===== src/include/fss_pkg.sv =====
// Shared constants and types for the shifter slice host
package fss_pkg;
  // Slice geometry
  localparam int SLICE_W = 4;
  localparam int LINK_W = 3;
  localparam int SLICES = 4;
  localparam int WORD_W = SLICE_W * SLICES;
  localparam int LINKS_W = LINK_W * SLICES;
  localparam int SEL_W = 2;
  localparam int AMT_W = 3;
  // Pre-shift applied to the upper bank of slices
  localparam int BANK_SPAN = 4;
  // Fill bits needed below the word: span plus the link depth
  localparam int FILL_W = BANK_SPAN + LINK_W;
  // Slice settle time and the clock period
  localparam int SETTLE_NS = 11;
  localparam int CLK_PERIOD_NS = 100;
  // Least time rounds up, never below one cycle
  localparam int SETTLE_RAW = (SETTLE_NS + CLK_PERIOD_NS - 1) / CLK_PERIOD_NS;
  localparam int SETTLE_CYC = (SETTLE_RAW < 1) ? 1 : SETTLE_RAW;
  localparam int CNT_W = 4;
  // Values after reset
  localparam logic [WORD_W-1:0] WORD_RST = 16'h0000;
  localparam logic [LINKS_W-1:0] LINKS_RST = 12'h000;
  localparam logic [SEL_W-1:0] SEL_RST = 2'h0;
  localparam logic [CNT_W-1:0] CNT_RST = 4'h0;
  localparam logic OE_N_RST = 1'b1;
  // Expected drive-valid patterns
  localparam logic [SLICES-1:0] DV_ALL = 4'hF;
  localparam logic [SLICES-1:0] DV_NONE = 4'h0;

  // How the bits below the word are filled
  typedef enum logic [1:0] {
    FSS_FILL_ZERO = 2'h0,
    FSS_FILL_SIGN = 2'h1,
    FSS_FILL_ROT = 2'h2
  } fss_fill_e;

  // Host sequencing states
  typedef enum logic [2:0] {
    FSS_IDLE = 3'h1,
    FSS_DRIVE = 3'h2,
    FSS_RESP = 3'h4
  } fss_state_e;
endpackage


===== src/include/fss_pins_if.sv =====
// Pin bundle for one bank of cascaded shifter slices
`timescale 1ns/100ps
`default_nettype none
interface fss_pins_if;
  // Data nibbles for every slice, slice 0 lowest
  logic [fss_pkg::WORD_W-1:0] data;
  // Three link bits per slice, bit 2 of each group is position -1
  logic [fss_pkg::LINKS_W-1:0] link;
  modport drv (output data, output link);
  modport mon (input data, input link);
endinterface
`default_nettype wire


===== src/hw/fss_bank_drive.sv =====
// Data and link pin values for one bank of slices
`timescale 1ns/100ps
`default_nettype none
module fss_bank_drive #(
  parameter bit BANK = 1'b0
) (
  // Word and fill choice
  input wire logic [fss_pkg::WORD_W-1:0] word,
  input wire logic [1:0] mode,
  // Pin values for the bank
  fss_pins_if.drv pins
);
  // Fill bits below position 0, top bit first
  logic [fss_pkg::FILL_W-1:0] fill;
  // Word as the bank sees it, pre-shifted for the upper bank
  logic [fss_pkg::WORD_W-1:0] pre;
  // Fill just under the lowest slice
  logic [fss_pkg::LINK_W-1:0] low;
  // Pre-shifted word with its three low link bits appended
  logic [fss_pkg::WORD_W+fss_pkg::LINK_W-1:0] ext;

  // Zeros, replicated sign bit or the word's own top bits
  assign fill = (mode == fss_pkg::FSS_FILL_ROT) ?
                word[fss_pkg::WORD_W-1 -: fss_pkg::FILL_W] :
                (mode == fss_pkg::FSS_FILL_SIGN) ?
                {fss_pkg::FILL_W{word[0]}} :
                {fss_pkg::FILL_W{1'b0}};

  // Upper bank starts four places higher so its range is 4 to 7
  assign pre = BANK ?
               {word[fss_pkg::WORD_W-fss_pkg::BANK_SPAN-1:0],
                fill[fss_pkg::FILL_W-1 -: fss_pkg::BANK_SPAN]} :
               word;
  // Lowest links tie to zero in zero mode, else follow the fill
  assign low = BANK ? fill[fss_pkg::LINK_W-1:0] :
               fill[fss_pkg::FILL_W-1 -: fss_pkg::LINK_W];
  assign ext = {pre, low};

  // Slices 1 to 3 link to the three top bits of the slice below, slice 0 to the fill
  generate
    for (genvar i = 0; i < fss_pkg::SLICES; i++) begin : g_slice
      assign pins.data[i*fss_pkg::SLICE_W +: fss_pkg::SLICE_W] =
        pre[i*fss_pkg::SLICE_W +: fss_pkg::SLICE_W];
      assign pins.link[i*fss_pkg::LINK_W +: fss_pkg::LINK_W] =
        ext[i*fss_pkg::SLICE_W +: fss_pkg::LINK_W];
    end
  endgenerate
endmodule // fss_bank_drive
`default_nettype wire


===== src/hw/fss_shift_host.sv =====
// Host that runs two banks of shifter slices as a 16-bit shifter
`timescale 1ns/100ps
`default_nettype none
module fss_shift_host (
  // Clock and reset
  input wire logic ref_clk,
  input wire logic nrst,
  // Shift request
  input wire logic req_valid,
  output logic req_ready,
  input wire logic [fss_pkg::WORD_W-1:0] req_word,
  input wire logic [fss_pkg::AMT_W-1:0] req_amount,
  input wire logic [1:0] req_mode,
  // Shift answer
  output logic resp_valid,
  output logic [fss_pkg::WORD_W-1:0] resp_word,
  output logic resp_fault,
  // Common select to all slices
  output logic shift_amount_lsb,
  output logic shift_amount_msb,
  // Lower bank pins, shifts 0 to 3
  output logic [fss_pkg::WORD_W-1:0] b0_data,
  output logic [fss_pkg::LINKS_W-1:0] b0_link,
  output logic b0_oe_n,
  // Upper bank pins, shifts 4 to 7
  output logic [fss_pkg::WORD_W-1:0] b1_data,
  output logic [fss_pkg::LINKS_W-1:0] b1_link,
  output logic b1_oe_n,
  // Shared result bus and per-slice drive-valid
  input wire logic [fss_pkg::WORD_W-1:0] result_in,
  input wire logic [fss_pkg::SLICES-1:0] b0_drive_valid,
  input wire logic [fss_pkg::SLICES-1:0] b1_drive_valid
);
  // Sequencing state
  fss_pkg::fss_state_e state_reg, state_next;
  // Settle counter while the slices resolve
  logic [fss_pkg::CNT_W-1:0] cnt_reg, cnt_next;
  // Pin registers
  logic [fss_pkg::WORD_W-1:0] b0_data_reg, b1_data_reg;
  logic [fss_pkg::LINKS_W-1:0] b0_link_reg, b1_link_reg;
  logic [fss_pkg::SEL_W-1:0] sel_reg;
  logic b0_oe_n_reg, b1_oe_n_reg;
  // Answer registers
  logic [fss_pkg::WORD_W-1:0] resp_word_reg;
  logic resp_fault_reg;
  // Pin values from the bank drivers
  fss_pins_if b0_if ();
  fss_pins_if b1_if ();
  // Decoded conditions
  wire accept;
  wire settled;
  wire use_upper;
  wire dv_fault;

  fss_bank_drive #(.BANK(1'b0)) u_bank0 (
    .word(req_word),
    .mode(req_mode),
    .pins(b0_if)
  );
  fss_bank_drive #(.BANK(1'b1)) u_bank1 (
    .word(req_word),
    .mode(req_mode),
    .pins(b1_if)
  );

  // Ready only when idle, so one shift is in flight at a time
  assign req_ready = (state_reg == fss_pkg::FSS_IDLE);
  assign accept = req_valid && req_ready;
  assign use_upper = req_amount[fss_pkg::AMT_W-1];
  // Combinational slices settle within a fixed time
  assign settled = (cnt_reg ==
                    4'(fss_pkg::SETTLE_CYC - 1));
  // Enabled bank must show all valid, the floated bank none
  assign dv_fault = b0_oe_n ?
    (b0_drive_valid != fss_pkg::DV_NONE ||
     b1_drive_valid != fss_pkg::DV_ALL) :
    (b0_drive_valid != fss_pkg::DV_ALL ||
     b1_drive_valid != fss_pkg::DV_NONE);

  // Next state and counter
  always_comb begin
    state_next = state_reg;
    cnt_next = cnt_reg;
    unique case (state_reg)
      // Wait for a request
      fss_pkg::FSS_IDLE: begin
        cnt_next = fss_pkg::CNT_RST;
        if (accept) begin
          state_next = fss_pkg::FSS_DRIVE;
        end
      end
      // Hold pins until the slices settle
      fss_pkg::FSS_DRIVE: begin
        cnt_next = cnt_reg + 4'h1;
        if (settled) begin
          state_next = fss_pkg::FSS_RESP;
        end
      end
      // One-cycle answer
      fss_pkg::FSS_RESP: begin
        state_next = fss_pkg::FSS_IDLE;
      end
      // Illegal codes recover to idle
      default: begin
        state_next = fss_pkg::FSS_IDLE;
      end
    endcase
  end

  // State registers
  always_ff @(posedge ref_clk or negedge nrst) begin
    if (!nrst) begin
      state_reg <= fss_pkg::FSS_IDLE;
      cnt_reg <= fss_pkg::CNT_RST;
    end else begin
      state_reg <= state_next;
      cnt_reg <= cnt_next;
    end
  end

  // Data and select pins load on accept and then hold steady
  always_ff @(posedge ref_clk or negedge nrst) begin
    if (!nrst) begin
      b0_data_reg <= fss_pkg::WORD_RST;
      b1_data_reg <= fss_pkg::WORD_RST;
      b0_link_reg <= fss_pkg::LINKS_RST;
      b1_link_reg <= fss_pkg::LINKS_RST;
      sel_reg <= fss_pkg::SEL_RST;
    end else if (accept) begin
      b0_data_reg <= b0_if.data;
      b1_data_reg <= b1_if.data;
      b0_link_reg <= b0_if.link;
      b1_link_reg <= b1_if.link;
      sel_reg <= req_amount[fss_pkg::SEL_W-1:0];
    end
  end

  // Enables act as the third select bit; both off when idle
  always_ff @(posedge ref_clk or negedge nrst) begin
    if (!nrst) begin
      b0_oe_n_reg <= fss_pkg::OE_N_RST;
      b1_oe_n_reg <= fss_pkg::OE_N_RST;
    end else if (accept) begin
      b0_oe_n_reg <= use_upper;
      b1_oe_n_reg <= !use_upper;
    end else if (state_reg == fss_pkg::FSS_DRIVE && settled) begin
      b0_oe_n_reg <= fss_pkg::OE_N_RST;
      b1_oe_n_reg <= fss_pkg::OE_N_RST;
    end
  end

  // Capture the shared bus on the last settle cycle
  always_ff @(posedge ref_clk or negedge nrst) begin
    if (!nrst) begin
      resp_word_reg <= fss_pkg::WORD_RST;
      resp_fault_reg <= 1'b0;
    end else if (state_reg == fss_pkg::FSS_DRIVE && settled) begin
      resp_word_reg <= result_in;
      resp_fault_reg <= dv_fault;
    end
  end

  // Outputs
  assign resp_valid = (state_reg == fss_pkg::FSS_RESP);
  assign resp_word = resp_word_reg;
  assign resp_fault = resp_fault_reg;
  assign shift_amount_lsb = sel_reg[0];
  assign shift_amount_msb = sel_reg[1];
  assign b0_data = b0_data_reg;
  assign b1_data = b1_data_reg;
  assign b0_link = b0_link_reg;
  assign b1_link = b1_link_reg;
  assign b0_oe_n = b0_oe_n_reg;
  assign b1_oe_n = b1_oe_n_reg;

  // Checks on the pins this host drives
  localparam int RESP_D = fss_pkg::SETTLE_CYC + 1;
endmodule // fss_shift_host
`default_nettype wire


===== config.mk =====
export PLATFORM = sky130hd
export DESIGN_NAME = fss_shift_host
export DESIGN_NICKNAME = d
export VERILOG_FILES = /design/src/include/fss_pkg.sv /design/src/include/fss_pins_if.sv /design/src/hw/fss_bank_drive.sv /design/src/hw/fss_shift_host.sv
export SDC_FILE = /design/constraint.sdc
export NUM_CORES = 1
export LEC_CHECK = 0
export BUFFER_PORTS_ARGS = -buffer_cell sky130_fd_sc_hd__buf_2
export CAP_MARGIN = 25
export CORE_MARGIN = 1.5
export CORE_UTILIZATION = 40
export CTS_BUF_LIST = sky130_fd_sc_hd__clkbuf_4 sky130_fd_sc_hd__clkbuf_8 sky130_fd_sc_hd__clkbuf_16
export CTS_CLUSTER_SIZE = 20
export DETAILED_ROUTE_END_ITERATION = 8
export PLACE_DENSITY = 0.66
export SYNTH_ARGS = -nofsm -noshare
export SYNTH_HDL_FRONTEND = slang
export SYNTH_HIERARCHICAL = 1
export SYNTH_SLANG_ARGS = --single-unit

===== constraint.sdc =====
create_clock -name ref_clk -period 2.3 [get_ports ref_clk]
set_input_delay 0.23 -clock ref_clk [delete_from_list [all_inputs] [get_ports ref_clk]]
set_output_delay 0.23 -clock ref_clk [all_outputs]
set_load 0.005 [all_outputs]

==> flow_metrics.env <==
export IMPL_synth_edf_count=0
export IMPL_ys_warnings_count=6
export IMPL_fin_crit_ns=2.03
export IMPL_cpLargestDelayFamily="simple AND/OR/NAND/NOR gates"
export IMPL_finalSetupViolations=0
export IMPL_async_reset_ff_frac=1.00
export IMPL_postSynthCellCount=280
export IMPL_rsz0062_at_grt="no"
export IMPL_cts_buffers=9
export IMPL_drtIter0Drc=67
export IMPL_initial_core_util=0.413
export IMPL_slew_headroom=0.478
export IMPL_fin_setup_tns_ns=0
export IMPL_n_antenna_cell=0
export IMPL_max_freq_mhz=492
export IMPL_clkLatencyLatePin_ns=0.34
export IMPL_path_buf_inv=2
export IMPL_gp_congestion=0.725
export IMPL_cts_root_buf="clkbuf_8"
export IMPL_grt_overflow_total=0
export IMPL_worstSetupPathType="reg2reg"
export IMPL_drt_wl_total_mm=7.17
export IMPL_yosysUniqueCellTypes=37
export IMPL_cts_tree="yes"
export IMPL_final_area_um2=4520
export IMPL_synth_seq_cells=84
export IMPL_avgSynthCellArea_um2=13.7
export IMPL_detail_route_vias_per_cell=4.73
export IMPL_syn_area_um2=3830
export IMPL_grt_max_degree=64
export IMPL_grt_pass1_wl_mm=12.0
export IMPL_die_h_um=101
export IMPL_std_cell_rows=35
export IMPL_syn_nets=330
export IMPL_yosysSeqAreaShare=0.550
export IMPL_hold_violations=0
export IMPL_ctsHtreeMaxLevel=3
export IMPL_crit_fanout=19
export IMPL_clk_pin_slew_worst_paths_ns=0.08
export IMPL_status="finished, final reports clean"
export IMPL_min_path_type="in2reg"
export IMPL_fin_crit_sh=0.884
export IMPL_clock_sinks=84
export IMPL_detail_route_wl_per_cell_um=14.5
export IMPL_critical_path_max_stage_delay_ns=0.44
export IMPL_worst_pin_slew_ns=0.783
export IMPL_fin_skew_ns=0.00541
export IMPL_worst_setup_path_end_kind="flip-flop"
export IMPL_die_area_um2=10200
export IMPL_via_count=2339
export IMPL_io_buffers=126
export IMPL_core_area_um2=9280
export IMPL_dp_hpwl_mm=5.05
export IMPL_dr_pass1_iters=4
export IMPL_start_kind="flip-flop"
export IMPL_placed_cell_area_um2=4260
export IMPL_leakagePower_nw=2.22
export IMPL_clock_path_buffers=2
export IMPL_drv_slew=0
export IMPL_io_pins=127
export IMPL_ir_worst_vdd_mv=0.434
export IMPL_cp_slowest_cell="dfrtp_1"
export IMPL_power_w=0.00609
export IMPL_die_w_um=101
export IMPL_powerDensity_nw_per_um2=1350
export IMPL_antenna_found_initial=0
export IMPL_worstPathRequired_ns=2.52
export IMPL_ys_flop_type="dfrtp_1"
export IMPL_area_growth_pct=18.1
export IMPL_grt_pass1_vias=2423
export IMPL_drv_cap=0
export IMPL_grt_util_all_layers=0.152
export IMPL_nets=412
export IMPL_drive_gt1_frac=0.620
export IMPL_ant_nets=0
export IMPL_cp_data_arrival_time_ns=2.25
export IMPL_drc=0
export IMPL_cp_cell_sequence="inv_1 > ha_1 > or3b_4 > or3_4 > clkinv_4 > mux2_2"
[metrics by stage]
stage / setup WS, ns / hold WS [ns] / util / instances
4_1_cts: 0.261 / 0.0911 / 0.487 / 495
3_5_place_dp: 0.269 / 0.372 / 0.459 / 479
3_3_place_gp: 0.305 / 0.356 / 0.459 / 479
6_report: 0.266 / 0.115 / 0.487 / 495
2_1_floorplan: 0.340 / -0.0656 / - / 280
5_1_grt: 0.180 / 0.0905 / 0.487 / 495
[logic make-up (layout without fill, tap and decap cells)]
| kind of cell | after synthesis | count (layout) | share of synthesized area |
|---|---|---|---|
| compound gates | 28 | 28 | 0.0496 |
| flops | 84 | 84 | 0.550 |
| mux | 74 | 74 | 0.224 |
| fa+ha+maj | 2 | 2 | 0.00653 |
| simple gates | 28 | 28 | 0.0523 |
| buf+inv | 64 | 150 | 0.118 |
[layout by cell type (no fill, tap or decap), types with 2 or more instances in the layout]
| master | count |
|---|---|
| dfstp_2 | 3 |
| nor3_1 | 2 |
| nor4bb_1 | 2 |
| o22ai_1 | 2 |
| clkbuf_8 | 9 |
| nor2_1 | 3 |
| bufinv_16 | 4 |
| o21ai_0 | 4 |
| buf_2 | 125 |
| o31ai_1 | 2 |
| buf_12 | 2 |
| a21o_1 | 12 |
| nand3_1 | 2 |
| mux2_4 | 7 |
| and3b_1 | 2 |
| a22oi_1 | 2 |
| mux2_2 | 67 |
| ha_1 | 2 |
| inv_1 | 5 |
| dfrtp_1 | 81 |
| o31a_1 | 2 |
| a21oi_1 | 4 |
| nand2b_1 | 3 |
| nor3b_1 | 2 |
[synthesized netlist by cell type, types with 3 or more instances]
library cell	n	area, um2
dfstp_2	3	78.8
nand2b_1	3	18.8
inv_1	5	18.8
o21ai_0	4	20.0
buf_4	46	345
buf_2	7	35.0
nor2_1	3	11.3
clkbuf_1	3	11.3
a21o_1	12	90.1
mux2_2	67	754
dfrtp_1	81	2030
a21oi_1	4	20.0
nor4bb_1	3	30.0
mux2_4	7	105
[power breakdown]
group	total, W	internal (W)	switching [W]
registers	0.00259	0.00219	0.000401
clock network	0.00134	0.000836	0.000499
logic	0.00216	0.00132	0.000839
[routing by layer]
metal / track usage / share of wire
met3: 0.0388 / 0.042
met5: 0 / 0
met4: 0.0553 / 0.017
met2: 0.253 / 0.51
met1: 0.191 / 0.43
[cell type report]
cell class	instances	area, um2
sequential	84	2110
inverter	6	27.5
multi-input combinational	132	1290
fill	889	4760
tap	129	161
clock inverter	5	125
timing repair buffer	129	683
clock buffer	10	131
[repair_timing]
item / 4_1_cts / 5_1_grt
endpoints found under the hold margin: 44 / 0
gates resized for setup: 0 / 0
setup buffers: 0 / 0
hold buffers: 1 / 0
[worst register-to-register path, stage by stage, from the launching register on]
cell	delay [ns]
dfrtp_1	0.44
inv_1	0.08
ha_1	0.13
or3b_4	0.38
or3_4	0.36
clkinv_4	0.17
mux2_2	0.36
[final timing paths]
| check | end | start | cells past startpoint | slack, ns |
|---|---|---|---|---|
| worst min register to register | b1_data[2]$_DFFE_PN0P_ | b1_data[2]$_DFFE_PN0P_ | 1 | 0.50 |
| worst min-delay path | b1_oe_n$_DFFE_PN1P_ | req_amount[2] | 3 | 0.11 |
| worst max register to register | resp_word[5]$_DFFE_PN0P_ | cnt_reg[0]$_DFFE_PN0P_ | 6 | 0.27 |
| max in group asynchronous | b1_link[9]$_DFFE_PN0P_ | nrst | 3 | 1.15 |
| min in group asynchronous | b1_link[10]$_DFFE_PN0P_ | nrst | 2 | 0.52 |
| worst max-delay path | resp_word[5]$_DFFE_PN0P_ | cnt_reg[0]$_DFFE_PN0P_ | 6 | 0.27 |
No activity file was read; power rests on OpenSTA's default activity.
